$ cat config.mk
export PLATFORM = sky130hd
export DESIGN_NAME = dsmc_drive_ctrl
export DESIGN_NICKNAME = d
export VERILOG_FILES = /design/src/rtl/dsmc_pkg.sv /design/src/rtl/dsmc_cmd_decode.sv /design/src/rtl/dsmc_drive_ctrl.sv
export VERILOG_INCLUDE_DIRS = /design/src /design/src/rtl
export SDC_FILE = /design/constraint.sdc
export NUM_CORES = 1
export LEC_CHECK = 0
export BUFFER_PORTS_ARGS = -buffer_cell sky130_fd_sc_hd__clkbuf_2
export CAP_MARGIN = 5
export CORE_AREA = 2 2 96 98
export DETAILED_ROUTE_END_ITERATION = 6
export DIE_AREA = 0 0 98 100
export GPL_TIMING_DRIVEN = 0
export SYNTH_ARGS = -nofsm -noshare
export SYNTH_HDL_FRONTEND = slang
export SYNTH_SLANG_ARGS = --single-unit
export TNS_END_PERCENT = 30
$ cat constraint.sdc
create_clock -name ref_clk -period 1.95 [get_ports ref_clk]
set_clock_uncertainty 0.15 [all_clocks]
set_input_delay 0.0975 -clock ref_clk [delete_from_list [all_inputs] [get_ports ref_clk]]
set_output_delay 0.0975 -clock ref_clk [all_outputs]
set_load 0.005 [all_outputs]
$ cat src/rtl/dsmc_defines.svh
// offsets, bit positions, codes and counts for the drive state machine control block
`ifndef DSMC_DEFINES_SVH
`define DSMC_DEFINES_SVH

`define DSMC_CTRL_WORD_OFFSET   16'h6040
`define DSMC_STAT_WORD_OFFSET   16'h6041
`define DSMC_CTRL_RESET         16'h0000

`define DSMC_CW_SWITCH_ON       0
`define DSMC_CW_ENABLE_VOLTAGE  1
`define DSMC_CW_QUICK_STOP      2
`define DSMC_CW_ENABLE_OP       3
`define DSMC_CW_FAULT_RESET     7
`define DSMC_CW_HALT            8

`define DSMC_SW_READY           0
`define DSMC_SW_SWITCHED_ON     1
`define DSMC_SW_OP_ENABLED      2
`define DSMC_SW_FAULT           3
`define DSMC_SW_VOLTAGE         4
`define DSMC_SW_QUICK_STOP      5
`define DSMC_SW_SWON_DISABLED   6
`define DSMC_SW_REMOTE          9

`define DSMC_SRC_NETWORK        2'h1
`define DSMC_INIT_CYCLES        16
`define DSMC_REACT_CYCLES       4

`endif

$ cat src/rtl/dsmc_pkg.sv
// types shared by the drive state machine control files
package dsmc_pkg;

    typedef enum logic [2:0] {
        DSMC_NOT_READY   = 3'b000,
        DSMC_SWON_DIS    = 3'b001,
        DSMC_READY       = 3'b010,
        DSMC_SWITCHED_ON = 3'b011,
        DSMC_OP_ENABLED  = 3'b100,
        DSMC_QUICK_STOP  = 3'b101,
        DSMC_FAULT_REACT = 3'b110,
        DSMC_FAULT       = 3'b111
    } dsmc_state_t;

    typedef enum logic [2:0] {
        DSMC_CMD_NONE      = 3'b000,
        DSMC_CMD_SHUTDOWN  = 3'b001,
        DSMC_CMD_SWITCH_ON = 3'b010,
        DSMC_CMD_DIS_VOLT  = 3'b011,
        DSMC_CMD_QSTOP     = 3'b100,
        DSMC_CMD_ENABLE_OP = 3'b101,
        DSMC_CMD_FAULT_RST = 3'b110
    } dsmc_cmd_t;

endpackage : dsmc_pkg

$ cat src/rtl/dsmc_cmd_decode.sv
// control word command decoder with fault reset edge detect
`timescale 1ns/10ps
`include "dsmc_defines.svh"

module dsmc_cmd_decode (
    input  wire logic              ref_clk,
    input  wire logic              rst_n,
    input  wire logic [15:0]       ctrl_word,
    output dsmc_pkg::dsmc_cmd_t    cmd
);

    logic fault_reset_prev_q;
    logic fr;
    logic ev;
    logic qs;
    logic so;
    logic eo;

    assign fr = ctrl_word[`DSMC_CW_FAULT_RESET];
    assign ev = ctrl_word[`DSMC_CW_ENABLE_VOLTAGE];
    assign qs = ctrl_word[`DSMC_CW_QUICK_STOP];
    assign so = ctrl_word[`DSMC_CW_SWITCH_ON];
    assign eo = ctrl_word[`DSMC_CW_ENABLE_OP];

    always_ff @(posedge ref_clk) begin
        if (!rst_n) begin
            fault_reset_prev_q <= 1'b0;
        end else begin
            fault_reset_prev_q <= fr;
        end
    end

    // bits 4-6, 8 and 9-15 never reach the decode
    always_comb begin
        cmd = dsmc_pkg::DSMC_CMD_NONE;
        if (fr && !fault_reset_prev_q) begin
            cmd = dsmc_pkg::DSMC_CMD_FAULT_RST;
        end else if (!fr && !ev) begin
            cmd = dsmc_pkg::DSMC_CMD_DIS_VOLT;
        end else if (!fr && !qs) begin
            cmd = dsmc_pkg::DSMC_CMD_QSTOP;
        end else if (!fr && !so) begin
            cmd = dsmc_pkg::DSMC_CMD_SHUTDOWN;
        end else if (!fr && !eo) begin
            cmd = dsmc_pkg::DSMC_CMD_SWITCH_ON;
        end else if (!fr) begin
            cmd = dsmc_pkg::DSMC_CMD_ENABLE_OP;
        end
    end
endmodule : dsmc_cmd_decode

$ cat src/rtl/dsmc_drive_ctrl.sv
// drive device control state machine with control and status words
`timescale 1ns/10ps
`include "dsmc_defines.svh"

module dsmc_drive_ctrl #(
    parameter int INIT_CYCLES  = `DSMC_INIT_CYCLES,
    parameter int REACT_CYCLES = `DSMC_REACT_CYCLES
) (
    input  wire logic        ref_clk,
    input  wire logic        rst_n,
    input  wire logic [15:0] obj_addr,
    input  wire logic        obj_wr,
    input  wire logic [15:0] obj_wdata,
    output logic      [15:0] obj_rdata,
    output logic             obj_err,
    input  wire logic [1:0]  control_source_select_param,
    input  wire logic        fault_in,
    output logic             drive_enable,
    output logic             ramp_stop,
    output logic             ramp_start,
    output logic             voltage_enabled,
    output logic      [15:0] control_word_backing_param,
    output logic      [15:0] status_word
);

    // ---------------------------------------------------------------
    // input synchronisers
    // ---------------------------------------------------------------
    logic fault_meta_q;
    logic fault_sync_q;
    logic [1:0] src_meta_q;
    logic [1:0] src_sync_q;

    always_ff @(posedge ref_clk) begin
        if (!rst_n) begin
            fault_meta_q <= 1'b0;
            fault_sync_q <= 1'b0;
            src_meta_q   <= 2'h0;
            src_sync_q   <= 2'h0;
        end else begin
            fault_meta_q <= fault_in;
            fault_sync_q <= fault_meta_q;
            src_meta_q   <= control_source_select_param;
            src_sync_q   <= src_meta_q;
        end
    end

    // ---------------------------------------------------------------
    // control word object
    // ---------------------------------------------------------------
    logic [15:0] ctrl_word_q;
    logic        remote;

    assign remote = (src_sync_q == `DSMC_SRC_NETWORK);

    always_ff @(posedge ref_clk) begin
        if (!rst_n) begin
            ctrl_word_q <= `DSMC_CTRL_RESET;
        end else if (obj_wr && obj_addr == `DSMC_CTRL_WORD_OFFSET) begin
            ctrl_word_q <= obj_wdata;
        end
    end

    assign control_word_backing_param = ctrl_word_q;

    // status word is read-only: writes to it are refused with obj_err
    always_comb begin
        obj_rdata = 16'h0000;
        obj_err   = 1'b0;
        if (obj_addr == `DSMC_CTRL_WORD_OFFSET) begin
            obj_rdata = ctrl_word_q;
        end else if (obj_addr == `DSMC_STAT_WORD_OFFSET) begin
            obj_rdata = status_word;
            obj_err   = obj_wr;
        end else begin
            obj_err   = obj_wr;
        end
    end

    // ---------------------------------------------------------------
    // command decode
    // ---------------------------------------------------------------
    dsmc_pkg::dsmc_cmd_t cmd_raw;
    dsmc_pkg::dsmc_cmd_t cmd;

    dsmc_cmd_decode u_decode (
        .ref_clk   (ref_clk),
        .rst_n     (rst_n),
        .ctrl_word (ctrl_word_q),
        .cmd       (cmd_raw)
    );

    assign cmd = remote ? cmd_raw : dsmc_pkg::DSMC_CMD_NONE;

    // ---------------------------------------------------------------
    // timers
    // ---------------------------------------------------------------
    dsmc_pkg::dsmc_state_t state_q;
    dsmc_pkg::dsmc_state_t state_d;
    logic [15:0] init_cnt_q;
    logic [15:0] react_cnt_q;
    logic        init_done;
    logic        react_done;

    assign init_done  = (init_cnt_q  == 16'(INIT_CYCLES - 1));
    assign react_done = (react_cnt_q == 16'(REACT_CYCLES - 1));

    always_ff @(posedge ref_clk) begin
        if (!rst_n) begin
            init_cnt_q <= 16'h0000;
        end else if (state_q == dsmc_pkg::DSMC_NOT_READY && !init_done) begin
            init_cnt_q <= init_cnt_q + 16'h0001;
        end
    end

    always_ff @(posedge ref_clk) begin
        if (!rst_n) begin
            react_cnt_q <= 16'h0000;
        end else if (state_q == dsmc_pkg::DSMC_FAULT_REACT) begin
            react_cnt_q <= react_done ? react_cnt_q : react_cnt_q + 16'h0001;
        end else begin
            react_cnt_q <= 16'h0000;
        end
    end

    // ---------------------------------------------------------------
    // state machine
    // ---------------------------------------------------------------
    always_comb begin
        state_d = state_q;
        case (state_q)
            dsmc_pkg::DSMC_NOT_READY: begin
                if (init_done) begin
                    state_d = dsmc_pkg::DSMC_SWON_DIS;
                end
            end
            dsmc_pkg::DSMC_SWON_DIS: begin
                if (cmd == dsmc_pkg::DSMC_CMD_SHUTDOWN) begin
                    state_d = dsmc_pkg::DSMC_READY;
                end
            end
            dsmc_pkg::DSMC_READY: begin
                if (cmd == dsmc_pkg::DSMC_CMD_SWITCH_ON) begin
                    state_d = dsmc_pkg::DSMC_SWITCHED_ON;
                end else if (cmd == dsmc_pkg::DSMC_CMD_DIS_VOLT ||
                             cmd == dsmc_pkg::DSMC_CMD_QSTOP) begin
                    state_d = dsmc_pkg::DSMC_SWON_DIS;
                end
            end
            dsmc_pkg::DSMC_SWITCHED_ON: begin
                if (cmd == dsmc_pkg::DSMC_CMD_ENABLE_OP) begin
                    state_d = dsmc_pkg::DSMC_OP_ENABLED;
                end else if (cmd == dsmc_pkg::DSMC_CMD_SHUTDOWN) begin
                    state_d = dsmc_pkg::DSMC_READY;
                end else if (cmd == dsmc_pkg::DSMC_CMD_DIS_VOLT ||
                             cmd == dsmc_pkg::DSMC_CMD_QSTOP) begin
                    state_d = dsmc_pkg::DSMC_SWON_DIS;
                end
            end
            dsmc_pkg::DSMC_OP_ENABLED: begin
                if (cmd == dsmc_pkg::DSMC_CMD_SWITCH_ON) begin
                    state_d = dsmc_pkg::DSMC_SWITCHED_ON;
                end else if (cmd == dsmc_pkg::DSMC_CMD_SHUTDOWN) begin
                    state_d = dsmc_pkg::DSMC_READY;
                end else if (cmd == dsmc_pkg::DSMC_CMD_DIS_VOLT) begin
                    state_d = dsmc_pkg::DSMC_SWON_DIS;
                end else if (cmd == dsmc_pkg::DSMC_CMD_QSTOP) begin
                    state_d = dsmc_pkg::DSMC_QUICK_STOP;
                end
            end
            dsmc_pkg::DSMC_QUICK_STOP: begin
                if (cmd == dsmc_pkg::DSMC_CMD_ENABLE_OP) begin
                    state_d = dsmc_pkg::DSMC_OP_ENABLED;
                end else if (cmd == dsmc_pkg::DSMC_CMD_DIS_VOLT) begin
                    state_d = dsmc_pkg::DSMC_SWON_DIS;
                end
            end
            dsmc_pkg::DSMC_FAULT_REACT: begin
                if (react_done) begin
                    state_d = dsmc_pkg::DSMC_FAULT;
                end
            end
            dsmc_pkg::DSMC_FAULT: begin
                if (cmd == dsmc_pkg::DSMC_CMD_FAULT_RST) begin
                    state_d = dsmc_pkg::DSMC_SWON_DIS;
                end
            end
            default: begin
                state_d = dsmc_pkg::DSMC_NOT_READY;
            end
        endcase
        // fault entry overrides everything except an active fault path
        if (fault_sync_q && state_q != dsmc_pkg::DSMC_FAULT_REACT &&
            state_q != dsmc_pkg::DSMC_FAULT) begin
            state_d = dsmc_pkg::DSMC_FAULT_REACT;
        end
        // other command/state pairs fall through with no change
    end

    always_ff @(posedge ref_clk) begin
        if (!rst_n) begin
            state_q <= dsmc_pkg::DSMC_NOT_READY;
        end else begin
            state_q <= state_d;
        end
    end

    // ---------------------------------------------------------------
    // power stage outputs
    // ---------------------------------------------------------------
    always_ff @(posedge ref_clk) begin
        if (!rst_n) begin
            drive_enable <= 1'b0;
            ramp_stop    <= 1'b0;
            ramp_start   <= 1'b0;
        end else begin
            drive_enable <= (state_d == dsmc_pkg::DSMC_OP_ENABLED) ||
                            (state_d == dsmc_pkg::DSMC_QUICK_STOP);
            ramp_stop    <= (state_d == dsmc_pkg::DSMC_QUICK_STOP);
            ramp_start   <= (state_q == dsmc_pkg::DSMC_QUICK_STOP) &&
                            (state_d == dsmc_pkg::DSMC_OP_ENABLED);
        end
    end

    // supply has no switch; it is live from power-up onward
    assign voltage_enabled = 1'b1;

    // ---------------------------------------------------------------
    // status word
    // ---------------------------------------------------------------
    always_comb begin
        status_word = 16'h0000;
        status_word[`DSMC_SW_VOLTAGE] = voltage_enabled;
        status_word[`DSMC_SW_REMOTE]  = remote;
        case (state_q)
            dsmc_pkg::DSMC_SWON_DIS:    status_word[6:0] = {1'b1, 1'b0, 1'b1, 4'h0};
            dsmc_pkg::DSMC_READY:       status_word[6:0] = {1'b0, 1'b1, 1'b1, 4'h1};
            dsmc_pkg::DSMC_SWITCHED_ON: status_word[6:0] = {1'b0, 1'b1, 1'b1, 4'h3};
            dsmc_pkg::DSMC_OP_ENABLED:  status_word[6:0] = {1'b0, 1'b1, 1'b1, 4'h7};
            dsmc_pkg::DSMC_QUICK_STOP:  status_word[6:0] = {1'b0, 1'b0, 1'b1, 4'h7};
            dsmc_pkg::DSMC_FAULT_REACT: status_word[6:0] = {1'b0, 1'b0, 1'b1, 4'hF};
            dsmc_pkg::DSMC_FAULT:       status_word[6:0] = {1'b0, 1'b0, 1'b1, 4'h8};
            default:                    status_word[6:0] = {1'b0, 1'b0, 1'b1, 4'h0};
        endcase
    end
endmodule : dsmc_drive_ctrl

* Yosys cells after proc, flatten, opt, wreduce, memory -nomap -nowiden
Cells that the tools add are included.
** Storage, ports and cells
- Register bits after elaboration :: 61
- Output and inout port bits :: 53
- Logic and storage cells :: 84
- Input bits :: 38
** Operators by class
- Add/subtract/negate cells :: 2
- Reductions and logical operators :: 21
- Eq/ne operators :: 22
- Muxes and demuxes :: 27
** Operator list (count)
- $mux 3 :: 22
- $pmux 7 s7 :: 1
- $add 16x1->16 const B :: 2
- $eq 16x15->1 const B :: 2
- $eq 3x3->1 const B :: 9
- $pmux 3 s8 :: 1
- $eq 16x2->1 const B :: 1
- $eq 16x4->1 const B :: 1
- $mux 16 :: 1
- $eq 3x2->1 const B :: 4
- $logic_and 1x1->1 :: 10
- $mux 10 :: 1
- $logic_not 1->1 :: 7
- $eq 3x1->1 const B :: 2
- $ne 3x3->1 const B :: 2
- $logic_not 3->1 :: 1
- $eq 2x1->1 const B :: 1
- $logic_or 1x1->1 :: 2
- $reduce_and 2->1 :: 1
- $mux 1 :: 1

* Longest topological paths before layout
- Depth in word-level cells :: 17
- Mapped depth :: 7
- Gate-level depth less buffers :: 6

* Cells and area by module
Synthesis repeated with hierarchy kept, for this count alone.
** Second synthesis, totals
- Cells, all modules :: 373
- Area total of the unflattened synthesis :: 3264.4 um^2
** By module, submodules not included
- dsmc_drive_ctrl :: seq. area each 1201.2 um^2, instances 1, area each 3175.5 um^2, cells each 362
- dsmc_cmd_decode :: seq. area each 20.0 um^2, instances 1, area each 88.8 um^2, cells each 11

* Least setup slack after synthesis
OpenSTA, ideal clock, no wires.
- Path kind :: reg-to-reg
- Start :: reg init_cnt_q[0]
- End :: reg init_cnt_q[14]
- Data arrival time :: 1.656 ns
- Cell stages (with the launch flop) :: 8
- Slack :: 0.073 ns
- Buffers on the path :: 1
- Data required time :: 1.729 ns
- Setup time :: 0.071 ns
- Clock period less this slack :: 1.877 ns
- Path through :: dfxtp_1 ha_1 and3_1 nand4_1 clkbuf_1 nand3_1 or3_1 a21oi_1
** On the way
- Word-level cells in the longest chain between the ends :: 3
- Elaborated cells between the ends (all ways) :: 4
- Those cells by class :: 1 x add/sub; 1 x eq/ne; 2 x reduce/logical
** Ends and longest elaborated chain
- from (decl) :: line dsmc_drive_ctrl.sv:100 : logic [15:0] init_cnt_q;
- from (signal assigned) :: line dsmc_drive_ctrl.sv:112 : init_cnt_q <= init_cnt_q + 16'h0001;
- branches (longest 3 deep; another with $add 16x1->16)
Parallel ways; which one is timed is not known.
A chain may end at the register's enable or synchronous reset.

* Worst setup path in the final report
- Start :: reg init_cnt_q[0]
- End :: reg init_cnt_q[15]
Same word-level chain as after synthesis.

==> summary.txt <==
Status
  – Outcome: complete, no violations

Placed design
  – Placement Setup Slack: -0.148 ns
  – Post-DP HPWL: 5450 um
  – PortBufs: 80
  – Final GP Congestion: 0.877

Logic synthesis
  – Ys flop type: dfxtp_1
  – Xor and xnor area share after synthesis: 6.33%
  – Post-Synth Simple-Gate Area: 30.3%
  – Mux share of post-synthesis cell area: 7.23%
  – Syn_area_per_cell: 8.87 um2
  – Area leader, netlist: dfxtp_1
  – Largest family of logic cells by synthesized area: simple AND/OR/NAND/NOR gates
  – Post-Syn Area: 0.00318 mm2
  – Asr flop ratio synth: 0%
  – Seq/Total Area, Yosys: 38.3%
  – Syn Inst Count: 359
  – #FFs+latches synth: 61
  – Synthesis Warnings: 0
  – Most numerous cell in the Yosys netlist: dfxtp_1
  – Yosys cell types: 60
  – Top-area cell type share of the netlist area: 38.3%
  – Post-synth EDFFs: 0
  – Commonest cells post-synth: dfxtp_1, nor2_1, mux2i_1, and2_1
  – Largest cells by area after synthesis: dfxtp_1, mux2i_1, nor2_1
  – Synth Area in Adders: 0.786%
  – Post-synthesis compound-gate area fraction: 9.74%

Worst setup path
  – Slowest-stage cell, CP: or4_4
  – CP top delay family: simple AND/OR/NAND/NOR gates
  – CP Max Fanout: 7
  – Critical Path Start Type: flop
  – Critical Path AT: 2.02 ns
  – Crit path kind: flop to flop
  – Crit path required time: 2.07 ns
  – Biggest cell delay along the critical path: 0.51 ns
  – R2R setup slack: 0.05 ns
  – Crit end category: flop
  – Worst path cell trace: ha_2 -> and3_1 -> nand4_1 -> nand4_4 -> or4_4 -> a21oi_2
  – WP buf/inv: 0

Die
  – Core area: 0.00889 mm2
  – Top Ports: 91
  – Starting density of the core: 35.8%
  – Chip width: 98 um
  – Die Y: 100 um
  – Row cnt: 35
  – Die area: 0.00980 mm2

Clocking
  – CTS Sinks: 61
  – Root Buffer Master: clkbuf_8
  – Clk slew on worst S/H paths: 0.07 ns
  – Latest clock arrival within the worst-skew pair: 0.34 ns
  – H-Tree Level Count: 3
  – CTS buffer count: 9
  – TritonCTS clock tree: done
  – Worst-case clock buffer depth: 2

Final layout
  – Share of layout cells above drive strength 1: 33.3%
  – Area growth syn-to-layout: 36.6%
  – Ant diodes: 0
  – Layout net count: 528

Global routing
  – Vias in the first global route: 2645
  – Total GRT Usage: 15.0%
  – Initial antenna violation count: 0
  – Largest net degree at the start of global routing: 11
  – First-pass GRT wire length: 11900 um
  – GRT overflow: 0

Timing
  – Headroom to the max-slew limit: 57.0%
  – Final setup fails: 0
  – Final Critical Period: 1.90 ns
  – Least-Margin Pin Slew: 0.645 ns
  – Tcrit/Tclk final: 97.2%
  – Hold Violations, Final: 0
  – Fmax: 528 MHz
  – Setup TNS: 0 ns
  – RSZ-0062 raised after global routing: true
  – Final setup margin: 0.0548 ns
  – Final Max Slew Viols: 0

Hold path
  – HP Class: input port to flop

Pwr
  – Leak: 1.77 nW
  – PnR Total Power: 2.77 mW
  – Peak VDD IR: 0.342 mV
  – Power per cell area: 637 mW/mm2

Drt
  – Via density: 4.92
  – Router iterations before antenna repair: 4
  – Average routed wire per standard cell: 12.7 um
  – Vias: 2971
  – WL final: 7700 um
  – # DRC: 0
  – Antenna Nets Post-Route: 0
  – Number of DRC markers after the initial detailed-route iteration: 101

Job
  – Maxcap violations: 0
[worst register-to-register path: cells and delay by family (launching register included)]
| kind | cells | cell delay [ns] |
|---|---|---|
| adders and majority gates | 1 | 0.20 |
| AOI/OAI and AO/OA | 1 | 0.14 |
| DFF | 1 | 0.34 |
| and+or+nand+nor | 4 | 1.01 |
[worst paths after layout]
check                             startpoint                          end  cells after the start
setup / recovery  init_cnt_q[0]$_SDFFE_PN0P_  init_cnt_q[15]$_SDFFE_PN0P_                      6
hold / removal                         rst_n        state_q[2]$_SDFF_PN0_                      4
setup reg to reg  init_cnt_q[0]$_SDFFE_PN0P_  init_cnt_q[15]$_SDFFE_PN0P_                      6
hold reg to reg     src_meta_q[1]$_SDFF_PN0_     src_sync_q[1]$_SDFF_PN0_                      1
[power breakdown]
part           switching, mW  internal (mW)  leakage, nW  total (mW)
Combinational          0.184          0.180         1.17       0.364
Sequential            0.0275           1.27        0.498        1.30
Clock                  0.485          0.622       0.0964        1.11
Total                  0.696           2.07         1.77        2.77
[sequential cells by signal (all words and copies together), names as in the netlist]
signal / flops
ramp_start: 1
ramp_stop: 1
control_word_backing_param: 16
u_decode.fault_reset_prev_q: 1
fault_meta_q: 1
init_cnt_q: 16
src_sync_q: 2
fault_sync_q: 1
src_meta_q: 2
state_q: 3
drive_enable: 1
react_cnt_q: 16
[routing by layer]
metal  track usage (%)  routed length [um]
met5                 0                   0
met4              8.44                 211
met3              2.86                 411
met2              24.4                3530
met1              18.7                3550
[cells by family after synthesis]
kind of cell | Yosys count
compound gates | 43
xor+xnor | 23
fa+ha+maj | 2
buf+inv | 39
flops | 61
mux | 23
other cells | 2
simple gates | 166
[area by class of cell]
type                       count  area [um2]
sequential                    61        1240
buffer                        27         200
multi-input combinational    267        1860
timing repair buffer         110         673
clock buffer                  12         145
fill                         847        4540
inverter                      12        52.6
clock inverter                 4        47.5
tap                          111         139
[repair_timing]
item                                   4_1_cts  5_1_grt
gates resized for setup                     10       33
gates cloned                                 0        0
endpoints found under the hold margin       19        0
setup endpoints to repair                   11       14
hold buffers                                19        0
pin swaps                                    0        7
setup buffers                                0       11
[stage by stage]
step           utilization (%)  instance area [um2]  hold WS [ns]  cells
2_1_floorplan                -                 3210        0.0748    367
3_3_place_gp              42.2                 3750         0.167    558
3_5_place_dp              42.2                 3750         0.166    558
4_1_cts                   46.9                 4170        0.0186    593
5_1_grt                   48.9                 4350        0.0461    604
6_report                  48.9                 4350        0.0258    604
[cell usage in the layout (no fill, tap or decap), drive strengths merged, types with 2 or more instances in the layout]
cell | Yosys | routed
clkbuf | 9 | 101
dfxtp | 61 | 61
nor2 | 55 | 55
buf | 18 | 29
mux2i | 23 | 23
dlygate4sd3 | 0 | 19
and2 | 17 | 17
nand3 | 15 | 15
xor2 | 15 | 15
nand4 | 14 | 14
nand2 | 13 | 13
a21oi | 12 | 12
inv | 11 | 10
conb | 2 | 10
o21ai | 10 | 10
xnor2 | 8 | 8
nor3 | 8 | 8
and3 | 7 | 7
nor4 | 7 | 7
or3 | 5 | 5
nor2b | 4 | 4
nor3b | 4 | 4
nand2b | 4 | 4
clkinvlp | 0 | 3
and4 | 3 | 3
nand3b | 3 | 3
nor4b | 3 | 3
o21a | 2 | 2
a221o | 2 | 2
a31o | 2 | 2
ha | 2 | 2
clkinv | 1 | 2
(Power assumes the default switching activity.)
